## src/shared/dt_defines.svh

```systemverilog
`ifndef DT_DEFINES_SVH
`define DT_DEFINES_SVH

// ****************************************************************
// Register map of the control port.
// ****************************************************************
`define DT_ADDR_CTRL 4'h0
`define DT_ADDR_STATUS 4'h1
`define DT_ADDR_CYCLES 4'h2
`define DT_ADDR_COUNT 4'h3
`define DT_CTRL_ENABLE_BIT 0
`define DT_CTRL_RESET 16'h0001

// ****************************************************************
// Flag descriptor codes, three bits per flag column.
// ****************************************************************
`define DT_FLAG_KEEP 3'h0
`define DT_FLAG_CLEAR 3'h1
`define DT_FLAG_SET 3'h2
`define DT_FLAG_RESULT 3'h3
`define DT_FLAG_UNDEF 3'h4
`define DT_FLAG_RESTORE 3'h5
`define DT_FLAG_COUNT 9

// ****************************************************************
// Second byte fields and clock counts.
// ****************************************************************
`define DT_MODE_NO_DISP 2'h0
`define DT_MODE_DISP8 2'h1
`define DT_MODE_DISP16 2'h2
`define DT_MODE_REG 2'h3
`define DT_RM_DIRECT 3'h6
`define DT_EA_DIRECT 8'h06
`define DT_EA_BASE 8'h05
`define DT_EA_BASE_DISP 8'h09
`define DT_EA_PAIR_FAST 8'h07
`define DT_EA_PAIR_SLOW 8'h08
`define DT_EA_PAIR_FAST_DISP 8'h0B
`define DT_EA_PAIR_SLOW_DISP 8'h0C
`define DT_ODD_WORD_PENALTY 8'h04
`define DT_CLK_REG_MOVE 8'h02
`define DT_CLK_MEM_TO_REG 8'h08
`define DT_CLK_REG_TO_MEM 8'h09
`define DT_CLK_IMM_TO_RM 8'h0A
`define DT_CLK_IMM_TO_REG 8'h04
`define DT_CLK_DIRECT_ACC 8'h0A
`define DT_CLK_EXCH_REG 8'h04
`define DT_CLK_EXCH_MEM 8'h11
`define DT_CLK_EXCH_ACC 8'h03
`define DT_CLK_IN_FIXED 8'h0A

`endif

```

## src/shared/dt_types_pkg.sv

```systemverilog
package dt_types_pkg;

    // Byte collection states of the decoder.
    typedef enum logic [2:0] {
        S_OPCODE,
        S_MODRM,
        S_DISP_LO,
        S_DISP_HI,
        S_DATA_LO,
        S_DATA_HI,
        S_FINISH
    } state_t;

    // Instruction forms recognised by the decoder.
    typedef enum logic [3:0] {
        OP_NONE,
        OP_MOVE_RM,
        OP_MOVE_IMM_RM,
        OP_MOVE_IMM_REG,
        OP_MOVE_MEM_ACC,
        OP_MOVE_ACC_MEM,
        OP_SEG_LOAD,
        OP_SEG_STORE,
        OP_EXCHANGE_RM,
        OP_EXCHANGE_ACC,
        OP_IN_FIXED
    } op_class_t;

endpackage

```

## src/design/data_transfer_decoder.sv

```systemverilog
// Implementation choices: the strobed register port and the address map.
`timescale 1ns/1ps
`include "dt_defines.svh"

module data_transfer_decoder
    import dt_types_pkg::*;
(
    input wire logic CLK,
    input wire logic RSTN,
    input wire logic BYTE_VALID,
    input wire logic [7:0] BYTE_DATA,
    output logic BYTE_READY,
    input wire logic OPERAND_ODD,
    input wire logic [8:0] FLAGS_IN,
    input wire logic [8:0] RESULT_FLAGS,
    input wire logic [8:0] SAVED_FLAGS,
    output logic [8:0] FLAGS_OUT,
    output logic INSN_DONE,
    output logic [3:0] OP_CLASS,
    output logic IS_WORD,
    output logic TO_REG,
    output logic [2:0] REG_FIELD,
    output logic [2:0] RM_FIELD,
    output logic [1:0] MODE,
    output logic [1:0] SEG_FIELD,
    output logic [15:0] DISP,
    output logic [15:0] IMM,
    output logic [7:0] CYCLES,
    input wire logic [3:0] REG_ADDR,
    input wire logic [15:0] REG_WDATA,
    input wire logic REG_WR,
    input wire logic REG_RD,
    output logic [15:0] REG_RDATA
);
    // ************************************************************
    // Decode helpers.
    // ************************************************************
    function automatic op_class_t classify(input logic [7:0] op);
        casez (op)
            8'b1000_10??: classify = OP_MOVE_RM;
            8'b1100_011?: classify = OP_MOVE_IMM_RM;
            8'b1011_????: classify = OP_MOVE_IMM_REG;
            8'b1010_000?: classify = OP_MOVE_MEM_ACC;
            8'b1010_001?: classify = OP_MOVE_ACC_MEM;
            8'b1000_1110: classify = OP_SEG_LOAD;
            8'b1000_1100: classify = OP_SEG_STORE;
            8'b1000_011?: classify = OP_EXCHANGE_RM;
            8'b1001_0???: classify = OP_EXCHANGE_ACC;
            8'b1110_010?: classify = OP_IN_FIXED;
            default: classify = OP_NONE;
        endcase
    endfunction

    // Address clocks for a memory operand of the second byte.
    function automatic logic [7:0] effective_address_cycles(
        input logic [1:0] md, input logic [2:0] rm);
        logic with_disp;
        with_disp = (md != `DT_MODE_NO_DISP);
        if (md == `DT_MODE_REG) begin
            effective_address_cycles = 8'h00;
        end else if (!with_disp && rm == `DT_RM_DIRECT) begin
            effective_address_cycles = `DT_EA_DIRECT;
        end else if (rm[2]) begin
            effective_address_cycles = with_disp ? `DT_EA_BASE_DISP
                                                 : `DT_EA_BASE;
        end else if (rm[1] == rm[0]) begin
            effective_address_cycles = with_disp ? `DT_EA_PAIR_FAST_DISP
                                                 : `DT_EA_PAIR_FAST;
        end else begin
            effective_address_cycles = with_disp ? `DT_EA_PAIR_SLOW_DISP
                                                 : `DT_EA_PAIR_SLOW;
        end
    endfunction

    // ************************************************************
    // State and captured instruction bytes.
    // ************************************************************
    state_t state;
    state_t next_state;
    op_class_t cls;
    op_class_t in_cls;
    logic [7:0] opcode;
    logic [7:0] modrm;
    logic [15:0] disp_word;
    logic [15:0] imm_word;
    logic ctrl_enable;
    logic [7:0] last_cycles;
    logic [15:0] done_count;
    logic accept;
    logic two_byte_addr;
    logic direct_acc;
    logic word_op;
    logic mem_op;
    logic [7:0] next_cycles;
    logic [1:0] md;
    logic [2:0] rm;
    logic [8:0] applied_flags;
    state_t after_addr;

    assign accept = BYTE_VALID && BYTE_READY;
    assign cls = classify(opcode);
    assign in_cls = classify(BYTE_DATA);
    assign md = modrm[7:6];
    assign rm = modrm[2:0];
    assign direct_acc = (cls == OP_MOVE_MEM_ACC) || (cls == OP_MOVE_ACC_MEM);

    // Direct forms always carry two address bytes.
    assign two_byte_addr = direct_acc || md == `DT_MODE_DISP16 ||
        (md == `DT_MODE_NO_DISP && rm == `DT_RM_DIRECT);
    assign after_addr = (cls == OP_MOVE_IMM_RM) ? S_DATA_LO : S_FINISH;

    // Next state follows the byte layout of the current form.
    always_comb begin
        next_state = state;
        case (state)
            S_OPCODE: begin
                if (accept) begin
                    case (in_cls)
                        OP_MOVE_RM, OP_MOVE_IMM_RM, OP_SEG_LOAD,
                        OP_SEG_STORE, OP_EXCHANGE_RM: next_state = S_MODRM;
                        OP_MOVE_IMM_REG, OP_IN_FIXED: next_state = S_DATA_LO;
                        OP_MOVE_MEM_ACC, OP_MOVE_ACC_MEM: next_state = S_DISP_LO;
                        default: next_state = S_FINISH;
                    endcase
                end
            end
            S_MODRM: begin
                if (accept) begin
                    if (BYTE_DATA[7:6] == `DT_MODE_DISP8 ||
                        BYTE_DATA[7:6] == `DT_MODE_DISP16 ||
                        (BYTE_DATA[7:6] == `DT_MODE_NO_DISP &&
                         BYTE_DATA[2:0] == `DT_RM_DIRECT)) begin
                        next_state = S_DISP_LO;
                    end else begin
                        next_state = after_addr;
                    end
                end
            end
            S_DISP_LO: begin
                if (accept) begin
                    next_state = two_byte_addr ? S_DISP_HI : after_addr;
                end
            end
            S_DISP_HI: begin
                if (accept) begin
                    next_state = after_addr;
                end
            end
            S_DATA_LO: begin
                if (accept) begin
                    // Port number is one byte whatever the width bit says.
                    next_state = (word_op && cls != OP_IN_FIXED) ?
                        S_DATA_HI : S_FINISH;
                end
            end
            S_DATA_HI: begin
                if (accept) begin
                    next_state = S_FINISH;
                end
            end
            S_FINISH: next_state = S_OPCODE;
            default: next_state = S_OPCODE;
        endcase
    end

    // State register and byte handshake; no byte is taken while finishing.
    always_ff @(posedge CLK or negedge RSTN) begin
        if (!RSTN) begin
            state <= S_OPCODE;
            BYTE_READY <= 1'b0;
        end else begin
            state <= next_state;
            BYTE_READY <= ctrl_enable && next_state != S_FINISH;
        end
    end

    // Capture of the instruction bytes as they arrive.
    always_ff @(posedge CLK or negedge RSTN) begin
        if (!RSTN) begin
            opcode <= 8'h00;
            modrm <= 8'h00;
            disp_word <= 16'h0000;
            imm_word <= 16'h0000;
        end else if (accept) begin
            case (state)
                S_OPCODE: begin
                    opcode <= BYTE_DATA;
                    modrm <= {`DT_MODE_REG, 6'h00};
                    disp_word <= 16'h0000;
                    imm_word <= 16'h0000;
                end
                S_MODRM: modrm <= BYTE_DATA;
                S_DISP_LO: begin
                    if (!direct_acc && md == `DT_MODE_DISP8) begin
                        disp_word <= {{8{BYTE_DATA[7]}}, BYTE_DATA};
                    end else begin
                        disp_word <= {8'h00, BYTE_DATA};
                    end
                end
                S_DISP_HI: disp_word[15:8] <= BYTE_DATA;
                S_DATA_LO: imm_word <= {8'h00, BYTE_DATA};
                S_DATA_HI: imm_word[15:8] <= BYTE_DATA;
                default: opcode <= opcode;
            endcase
        end
    end

    // ************************************************************
    // Clock count of the finished instruction.
    // ************************************************************
    assign word_op = (cls == OP_MOVE_IMM_REG) ? opcode[3] :
        ((cls == OP_SEG_LOAD || cls == OP_SEG_STORE) ? 1'b1 : opcode[0]);
    assign mem_op = direct_acc || (md != `DT_MODE_REG);

    always_comb begin
        case (cls)
            OP_MOVE_RM: begin
                if (!mem_op) next_cycles = `DT_CLK_REG_MOVE;
                else if (opcode[1]) next_cycles = `DT_CLK_MEM_TO_REG;
                else next_cycles = `DT_CLK_REG_TO_MEM;
            end
            OP_MOVE_IMM_RM: next_cycles = `DT_CLK_IMM_TO_RM;
            OP_MOVE_IMM_REG: next_cycles = `DT_CLK_IMM_TO_REG;
            OP_MOVE_MEM_ACC, OP_MOVE_ACC_MEM:
                next_cycles = `DT_CLK_DIRECT_ACC;
            OP_SEG_LOAD: next_cycles = mem_op ? `DT_CLK_MEM_TO_REG
                                              : `DT_CLK_REG_MOVE;
            OP_SEG_STORE: next_cycles = mem_op ? `DT_CLK_REG_TO_MEM
                                               : `DT_CLK_REG_MOVE;
            OP_EXCHANGE_RM: next_cycles = mem_op ? `DT_CLK_EXCH_MEM
                                                 : `DT_CLK_EXCH_REG;
            OP_EXCHANGE_ACC: next_cycles = `DT_CLK_EXCH_ACC;
            OP_IN_FIXED: next_cycles = `DT_CLK_IN_FIXED;
            default: next_cycles = 8'h00;
        endcase
        // Direct accumulator moves already include their address time.
        if (!direct_acc && cls != OP_MOVE_IMM_REG &&
            cls != OP_EXCHANGE_ACC && cls != OP_IN_FIXED && cls != OP_NONE) begin
            next_cycles = next_cycles + effective_address_cycles(md, rm);
        end
        if (mem_op && word_op && OPERAND_ODD && cls != OP_NONE &&
            cls != OP_MOVE_IMM_REG && cls != OP_EXCHANGE_ACC &&
            cls != OP_IN_FIXED) begin
            next_cycles = next_cycles + `DT_ODD_WORD_PENALTY;
        end
    end

    // Every data transfer form leaves all flag columns blank.
    flag_effect u_flags (
        .codes({`DT_FLAG_COUNT{`DT_FLAG_KEEP}}),
        .old_flags(FLAGS_IN),
        .result_flags(RESULT_FLAGS),
        .saved_flags(SAVED_FLAGS),
        .new_flags(applied_flags)
    );

    // ************************************************************
    // Decoded outputs, loaded in the finishing cycle and held until the next; INSN_DONE is high for one cycle only.
    // ************************************************************
    always_ff @(posedge CLK or negedge RSTN) begin
        if (!RSTN) begin
            INSN_DONE <= 1'b0;
            OP_CLASS <= 4'h0;
            IS_WORD <= 1'b0;
            TO_REG <= 1'b0;
            REG_FIELD <= 3'h0;
            RM_FIELD <= 3'h0;
            MODE <= 2'h0;
            SEG_FIELD <= 2'h0;
            DISP <= 16'h0000;
            IMM <= 16'h0000;
            CYCLES <= 8'h00;
            FLAGS_OUT <= 9'h000;
        end else begin
            INSN_DONE <= (state == S_FINISH);
            if (state == S_FINISH) begin
                OP_CLASS <= cls;
                IS_WORD <= word_op;
                TO_REG <= (cls == OP_MOVE_RM) ? opcode[1] :
                    (cls == OP_SEG_LOAD || cls == OP_MOVE_MEM_ACC ||
                     cls == OP_IN_FIXED || cls == OP_MOVE_IMM_REG);
                REG_FIELD <= (cls == OP_MOVE_IMM_REG ||
                    cls == OP_EXCHANGE_ACC) ? opcode[2:0] : modrm[5:3];
                RM_FIELD <= rm;
                MODE <= md;
                SEG_FIELD <= modrm[4:3];
                DISP <= disp_word;
                IMM <= imm_word;
                CYCLES <= next_cycles;
                FLAGS_OUT <= applied_flags;
            end
        end
    end

    // ************************************************************
    // Control port registers.
    // ************************************************************
    always_ff @(posedge CLK or negedge RSTN) begin
        if (!RSTN) begin
            ctrl_enable <= 1'(`DT_CTRL_RESET);
        end else if (REG_WR && REG_ADDR == `DT_ADDR_CTRL) begin
            ctrl_enable <= REG_WDATA[`DT_CTRL_ENABLE_BIT];
        end
    end

    // A finishing instruction beats a clearing write to the counter.
    always_ff @(posedge CLK or negedge RSTN) begin
        if (!RSTN) begin
            last_cycles <= 8'h00;
            done_count <= 16'h0000;
        end else if (state == S_FINISH) begin
            last_cycles <= next_cycles;
            done_count <= done_count + 16'h0001;
        end else if (REG_WR && REG_ADDR == `DT_ADDR_COUNT) begin
            done_count <= 16'h0000;
        end
    end

    // Read data stand in the cycle after the read strobe only.
    always_ff @(posedge CLK or negedge RSTN) begin
        if (!RSTN) begin
            REG_RDATA <= 16'h0000;
        end else if (REG_RD) begin
            case (REG_ADDR)
                `DT_ADDR_CTRL: REG_RDATA <= {15'h0000, ctrl_enable};
                `DT_ADDR_STATUS: REG_RDATA <= {9'h000, state, cls};
                `DT_ADDR_CYCLES: REG_RDATA <= {8'h00, last_cycles};
                `DT_ADDR_COUNT: REG_RDATA <= done_count;
                default: REG_RDATA <= 16'h0000;
            endcase
        end else begin
            REG_RDATA <= 16'h0000;
        end
    end
endmodule

```

## src/design/flag_effect.sv

```systemverilog
`timescale 1ns/1ps
`include "dt_defines.svh"

// ****************************************************************
// Applies one descriptor code to each status flag.
// ****************************************************************
module flag_effect (
    input wire logic [3*`DT_FLAG_COUNT-1:0] codes,
    input wire logic [`DT_FLAG_COUNT-1:0] old_flags,
    input wire logic [`DT_FLAG_COUNT-1:0] result_flags,
    input wire logic [`DT_FLAG_COUNT-1:0] saved_flags,
    output logic [`DT_FLAG_COUNT-1:0] new_flags
);
    genvar i;

    // Undefined flags take the result value; software must not rely on it.
    generate
        for (i = 0; i < `DT_FLAG_COUNT; i = i + 1) begin : g_flag
            always_comb begin
                case (codes[3*i +: 3])
                    `DT_FLAG_CLEAR: new_flags[i] = 1'b0;
                    `DT_FLAG_SET: new_flags[i] = 1'b1;
                    `DT_FLAG_RESULT: new_flags[i] = result_flags[i];
                    `DT_FLAG_UNDEF: new_flags[i] = result_flags[i];
                    `DT_FLAG_RESTORE: new_flags[i] = saved_flags[i];
                    default: new_flags[i] = old_flags[i];
                endcase
            end
        end
    endgenerate
endmodule

```

## config.mk

```make
export PLATFORM = sky130hd
export DESIGN_NAME = data_transfer_decoder
export DESIGN_NICKNAME = d
export VERILOG_FILES = /design/src/shared/dt_types_pkg.sv /design/src/design/data_transfer_decoder.sv /design/src/design/flag_effect.sv
export VERILOG_INCLUDE_DIRS = /design/src /design/src/shared
export SDC_FILE = /design/constraint.sdc
export NUM_CORES = 1
export LEC_CHECK = 0
export ABC_AREA = 1
export BUFFER_PORTS_ARGS = -buffer_cell sky130_fd_sc_hd__buf_2
export CAP_MARGIN = 20
export CORE_MARGIN = 10
export CORE_UTILIZATION = 34
export CTS_CLUSTER_DIAMETER = 80
export DETAILED_ROUTE_END_ITERATION = 8
export PLACE_DENSITY = 0.52
export SLEW_MARGIN = 20
export SYNTH_ARGS = -nofsm -noshare
export SYNTH_HDL_FRONTEND = slang
export SYNTH_SLANG_ARGS = --single-unit
```

## constraint.sdc

```tcl
create_clock -name CLK -period 7.3 [get_ports CLK]
set_input_delay 0.73 -clock CLK [delete_from_list [all_inputs] [get_ports CLK]]
set_output_delay 0.73 -clock CLK [all_outputs]
set_load 0.02 [all_outputs]
```

# Word-level counts from Yosys, hierarchy flattened
# Memories as Yosys holds them, arrays and structs flattened.
# Cells that the tools add are included.
totals:
  output_inout_bits: 83
  in_bits: 61
  word_cells: 174
  memories: 1
  romBits: 48
  ff_bits: 151
classes:
  add_sub_neg: 3
  reduce_logical: 52
  n_mux: 43
  eq_ne: 52
memory_table:
  columns: ["name", "depth", "width", "read_ports", "rd_clocked_by_memory_dff", "write_ports", "line", "text"]
  rows:
  - ["(name not given)", 16, 3, 1, 0, 0, "data_transfer_decoder.sv:118", "case (in_cls)"]
op_table:
  columns: ["op", "n"]
  rows:
  - ["4-bit one-hot mux with 10 select lines", 2]
  - ["7-bit equality test, second input constant", 10]
  - ["16-bit two-way mux", 4]
  - ["16-bit one-hot mux with 4 select lines", 1]
  - ["8-bit one-hot mux with 2 select lines", 4]
  - ["8-bit one-hot mux with 7 select lines", 1]
  - ["4-bit two-way mux", 9]
  - ["8-bit equality test, second input constant", 4]
  - ["3-bit two-way mux", 10]
  - ["8-bit two-way mux", 3]
  - ["8-bit one-hot mux with 3 select lines", 1]
  - ["4-bit equality test, second input constant", 5]
  - ["1-bit logical AND", 19]
  - ["3-bit one-hot mux with 6 select lines", 1]
  - ["16-bit by 1-bit adder with 16-bit output, second input constant", 1]
  - ["4-bit by 2-bit equality test with 1-bit output, second input constant", 4]
  - ["4-bit by 3-bit equality test with 1-bit output, second input constant", 4]
  - ["3-bit equality test, second input constant", 5]
  - ["6-bit equality test, second input constant", 2]
  - ["2-bit AND reduction", 6]
  - ["2-bit nonzero test", 6]
  - ["1-bit logical OR", 11]
  - ["5-bit equality test, second input constant", 2]
  - ["8-bit by 3-bit adder with 8-bit output, second input constant", 1]
  - ["22 further kinds", 34]

# Longest topological paths before layout
depth:
  ltp_word: 14
  depth_mapped: 22
  ltp_nobuf: 22

# Cells and area by module
# A second synthesis with hierarchy kept.
unflattened:
  hier_cells: 1030
  hier_area_um2: 7862.5
by_module_without_submodules:
  columns: ["mod", "seq_area_each_um2", "instances", "cells_per_inst", "area_per_inst_um2"]
  rows:
  - ["data_transfer_decoder", 3754.9, 1, 895, 7322.0]
  - ["flag_effect", 0.0, 1, 135, 540.5]

# Worst setup path before layout
# Ideal clock, no wire load.
synth_timing:
  path_type: "register to register"
  startpoint: "register opcode[3]"
  endpoint: "register last_cycles[3]"
  setup_ps: 117
  arrival_ps: 2728
  stages_incl_launch_ff: 21
  slack_ps: 4455
  period_less_slack_ps: 2845
  required_ps: 7183
  path_buffers: 0
  cell_sequence: "dfrtp_1 inv_2 nand2_4 nor2_4 nand2_4 nor2_1 nor3_1 nand2_1 nor2_1 inv_1 ha_1 a21oi_1 o21ai_0 xnor2_1 nand3_1 nand2_1 inv_1 ha_1 or2_0 nand3_1 nand2_1"
synth_between:
  elab_chain_len: 13
  word_cells_on_any_way: 50
  cone_classes: "add/sub: 2; eq/ne: 22; mux: 10; reduce/logical: 16"
synth_rtl:
  columns: ["item", "line", "text"]
  rows:
  - ["from (decl)", "data_transfer_decoder.sv:82", "logic [7:0] opcode;"]
  - ["from (signal assigned)", "data_transfer_decoder.sv:203", "default: opcode <= opcode;"]
  - ["parallel branches: the longest is 12 deep, another holds 8-bit adder", null, null]
  - ["8-bit two-way mux (*)", "data_transfer_decoder.sv:241", "if (mem_op && word_op && OPERAND_ODD && cls != OP_NONE &&"]
  - ["to (signal assigned)", "data_transfer_decoder.sv:312", "last_cycles <= next_cycles;"]
  - ["to (decl)", "data_transfer_decoder.sv:87", "logic [7:0] last_cycles;"]
# Mark *: on every way between the ends.
# A chain may end at the register's enable or synchronous reset.

# Final worst setup path
# Ends and elaborated chain as after synthesis.

==> flow_summary_export.csv <==
group,metric,value,unit
clocking,cts_resized,0,
setup_path,critical_path.cell_chain,"inv_2 > nand2_4 > nor2_4 > nand2_4 > nor2_1 > nor3_1 > nand2_1 > nor2_1 > inv_1 > ha_1 > a21oi_1 > o21ai_0 > xnor2_1 > nand3_1 > nand2_1 > inv_1 > ha_1 > or2_0 > nand3_1 > nand2_1",
pwr,ir_drop,134,uV
setup_path,critPathMaxStageDelay,0.46,ns
layout,final_util,0.410,
status,outcome,"completed",
sta,final.period_utilization,0.443,
synthesis,synth_fa_ha_area_frac,0.0219,
detailed_routing,vias,6028,
setup_path,critPathMaxFanout,7,
placed_design,dp_hpwl,14.1,mm
grt,grt_max_degree,78,
pwr,leakage,4.37,nW
synthesis,synth_compound_area_frac,0.129,
die,dieArea,0.0274,mm2
layout,fillers,2217,
synthesis,syn_nets,945,
clocking,post_cts_buffers,0,
grt,gr-usage-all-layers,0.147,
synthesis,synth-simple-area-share,0.242,
clocking,clock_path_buffers,2,
detailed_routing,drt-total-wl,19.5,mm
synthesis,synth_area_leaders,"dfrtp_1 (52%), nand2_1 (10%), o21ai_0 (7.9%)",
setup_path,cpLargestDelayFamily,"simple AND/OR/NAND/NOR gates",
synthesis,synth_area_leader_cell,"dfrtp_1",
synthesis,synth_enable_flop_cells,0,
detailed_routing,wl_per_cell,15.5,um
grt,antenna_found_initial,0,
setup_path,arrival,3.55,ns
placed_design,gp_congestion,0.889,
clocking,clk_latency,0.43,ns
synthesis,seq_area_frac_synth,0.522,
die,num_rows,53,
layout,drive_gt1_frac,0.185,
sta,rsz0062_at_grt,"no",
clocking,cts_tree,"yes",
clocking,clock-sinks,150,
detailed_routing,drc,0,
synthesis,synthCells,872,
layout,area_delta_synth_final,19.1,%
setup_path,cp-start-kind,"register",
synthesis,synthXorXnorAreaFrac,0.00609,
sta,worstMarginPinSlew,0.891,ns
die,die_y,165,um
grt,grt_pass1_wl,31.7,mm
setup_path,critPathKind,"reg2reg",
layout,final_area,0.00856,mm2
setup_path,crit_slowest_cell,"dfrtp_1",
synthesis,async_flop_share,1.00,
clocking,cts-htree-levels,4,
synthesis,yosys_warnings,0,
sta,setup_viol,0,
die,die_x,165,um
setup_path,critical_path.endpoint_type,"register",
synthesis,ys_ff_latch,150,
layout,nets,1047,
sta,period_minus_slack,3.23,ns
die,initial_core_util,0.344,
sta,max_freq,309,MHz
clocking,cts_hold_buf,0,
placed_design,port_buffers,109,
synthesis,yosysUniqueCellTypes,48,
layout,antenna_cells,0,
clocking,numCtsBuffers,17,
detailed_routing,routed_via_density,4.78,
sta,hold_viol_final,0,
setup_path,crit_start,"opcode[3]",
detailed_routing,drt_iter0_markers,438,
hold_path,holdCritPathClass,"in2async",
die,core_area,0.0209,mm2
synthesis,synth_top_family_by_area,"simple AND/OR/NAND/NOR gates",
pwr,power_density,417,mW/mm2
synthesis,synth_area,0.00719,mm2
setup_path,r2r_slack,4.07,ns
detailed_routing,ant_nets,0,
synthesis,muxShareOfSynthArea,0,
detailed_routing,dr.pass1.iters,5,
setup_path,reg2reg_from,"opcode[3]",
synthesis,yosysTopAreaCellShare,0.519,
clocking,clk_pin_slew,0.07,ns
synthesis,synth_area_per_cell,8.24,um2
job,drv_cap,0,
clocking,root_buffer,"clkbuf_16",
sta,finalSetupTns,0,ns
die,pin_count,144,
setup_path,crit_required,7.62,ns
sta,slew_viol_final,0,
grt,first_global_vias,5902,
synthesis,synthFlopType,"dfrtp_1",
grt,gr-total-overflow,0,
setup_path,crit_buf_inv,3,
placed_design,dpl_cell_area,0.00799,mm2
sta,finClkSkew,0.0137,ns
setup_path,cp_common_cell,"nand2_1",
sta,relSlewSlack,0.404,
-- area by class of cell --
class,instances,area (um2),share of cell area
clock inverters,11,126,0.0148
repair buffers,112,578,0.0675
inverters,117,439,0.0513
flip-flops and latches,150,3750,0.439
multi-input cells,576,2880,0.336
well taps,275,344,0.0402
clock buffers,19,443,0.0517
-- registers in the layout, indices dropped and copies added (netlist names), 3 cells and up --
register	count
DISP	16
IMM	16
REG_RDATA	16
disp_word	16
done_count	16
imm_word	16
FLAGS_OUT	9
modrm	8
opcode	8
last_cycles	7
OP_CLASS	4
REG_FIELD	3
RM_FIELD	3
state	3
-- cells in the mapped netlist, types with 8 or more instances --
master	instances
clkbuf_1	19
inv_1	109
dfrtp_1	149
o21ai_0	114
a21oi_1	24
nor3_1	12
ha_1	11
nand2_1	199
nor2_1	73
inv_2	8
nand3_1	60
o22ai_1	11
nand4_1	10
-- logic make-up (layout without fill, tap and decap cells) --
family,Yosys count,in the layout
and+or+nand+nor,386,386
xor gates and xnor gates,5,5
buffers and inverters,146,259
adders and majority gates,12,12
DFF,150,150
AOI/OAI and AO/OA,172,172
other,1,1
-- worst paths after layout --
path                             endpoint  depth (start not counted)
setup / recovery           last_cycles[3]                         20
max in group asynchronous  last_cycles[1]                          2
hold / removal                    IMM[12]                          1
hold reg to reg                    TO_REG                          2
min in group CLK                   TO_REG                          2
setup reg to reg           last_cycles[3]                         20
-- stage by stage --
stage	power, W	setup slack, ns	hold WS (ns)	cells
after floorplan	0.00227	4.46	0.434	872
after global placement	0.00272	4.12	0.458	1230
after detailed placement	0.00273	4.08	0.460	1230
after CTS	0.00362	4.06	0.341	1260
after global routing	0.00387	3.67	0.369	1260
final	0.00357	4.07	0.311	1260
-- routing by layer --
metal,GRT usage,wire [um]
met1,0.204,9590
met2,0.223,8660
met3,0.0322,854
met4,0.0499,366
met5,0,0
-- power by group --
| group | internal, W | switching, W |
|---|---|---|
| sequential | 0.00113 | 0.000194 |
| clock | 0.000511 | 0.000363 |
| combinational | 0.000425 | 0.000956 |
-- layout by cell type, fill, tap and decap left out, types with 8 or more instances in the layout --
cell / netlist / routed
buf_2: 6 / 108
inv_1: 109 / 109
o21ai_0: 114 / 114
nand2_1: 199 / 199
o22ai_1: 11 / 11
a21oi_1: 24 / 24
clkbuf_16: 0 / 17
nor3_1: 12 / 12
inv_2: 8 / 8
nand4_1: 10 / 10
ha_1: 11 / 11
dfrtp_1: 149 / 149
nor2_1: 73 / 73
nand3_1: 60 / 60
Note: power is estimated with default switching activity, not from simulation.
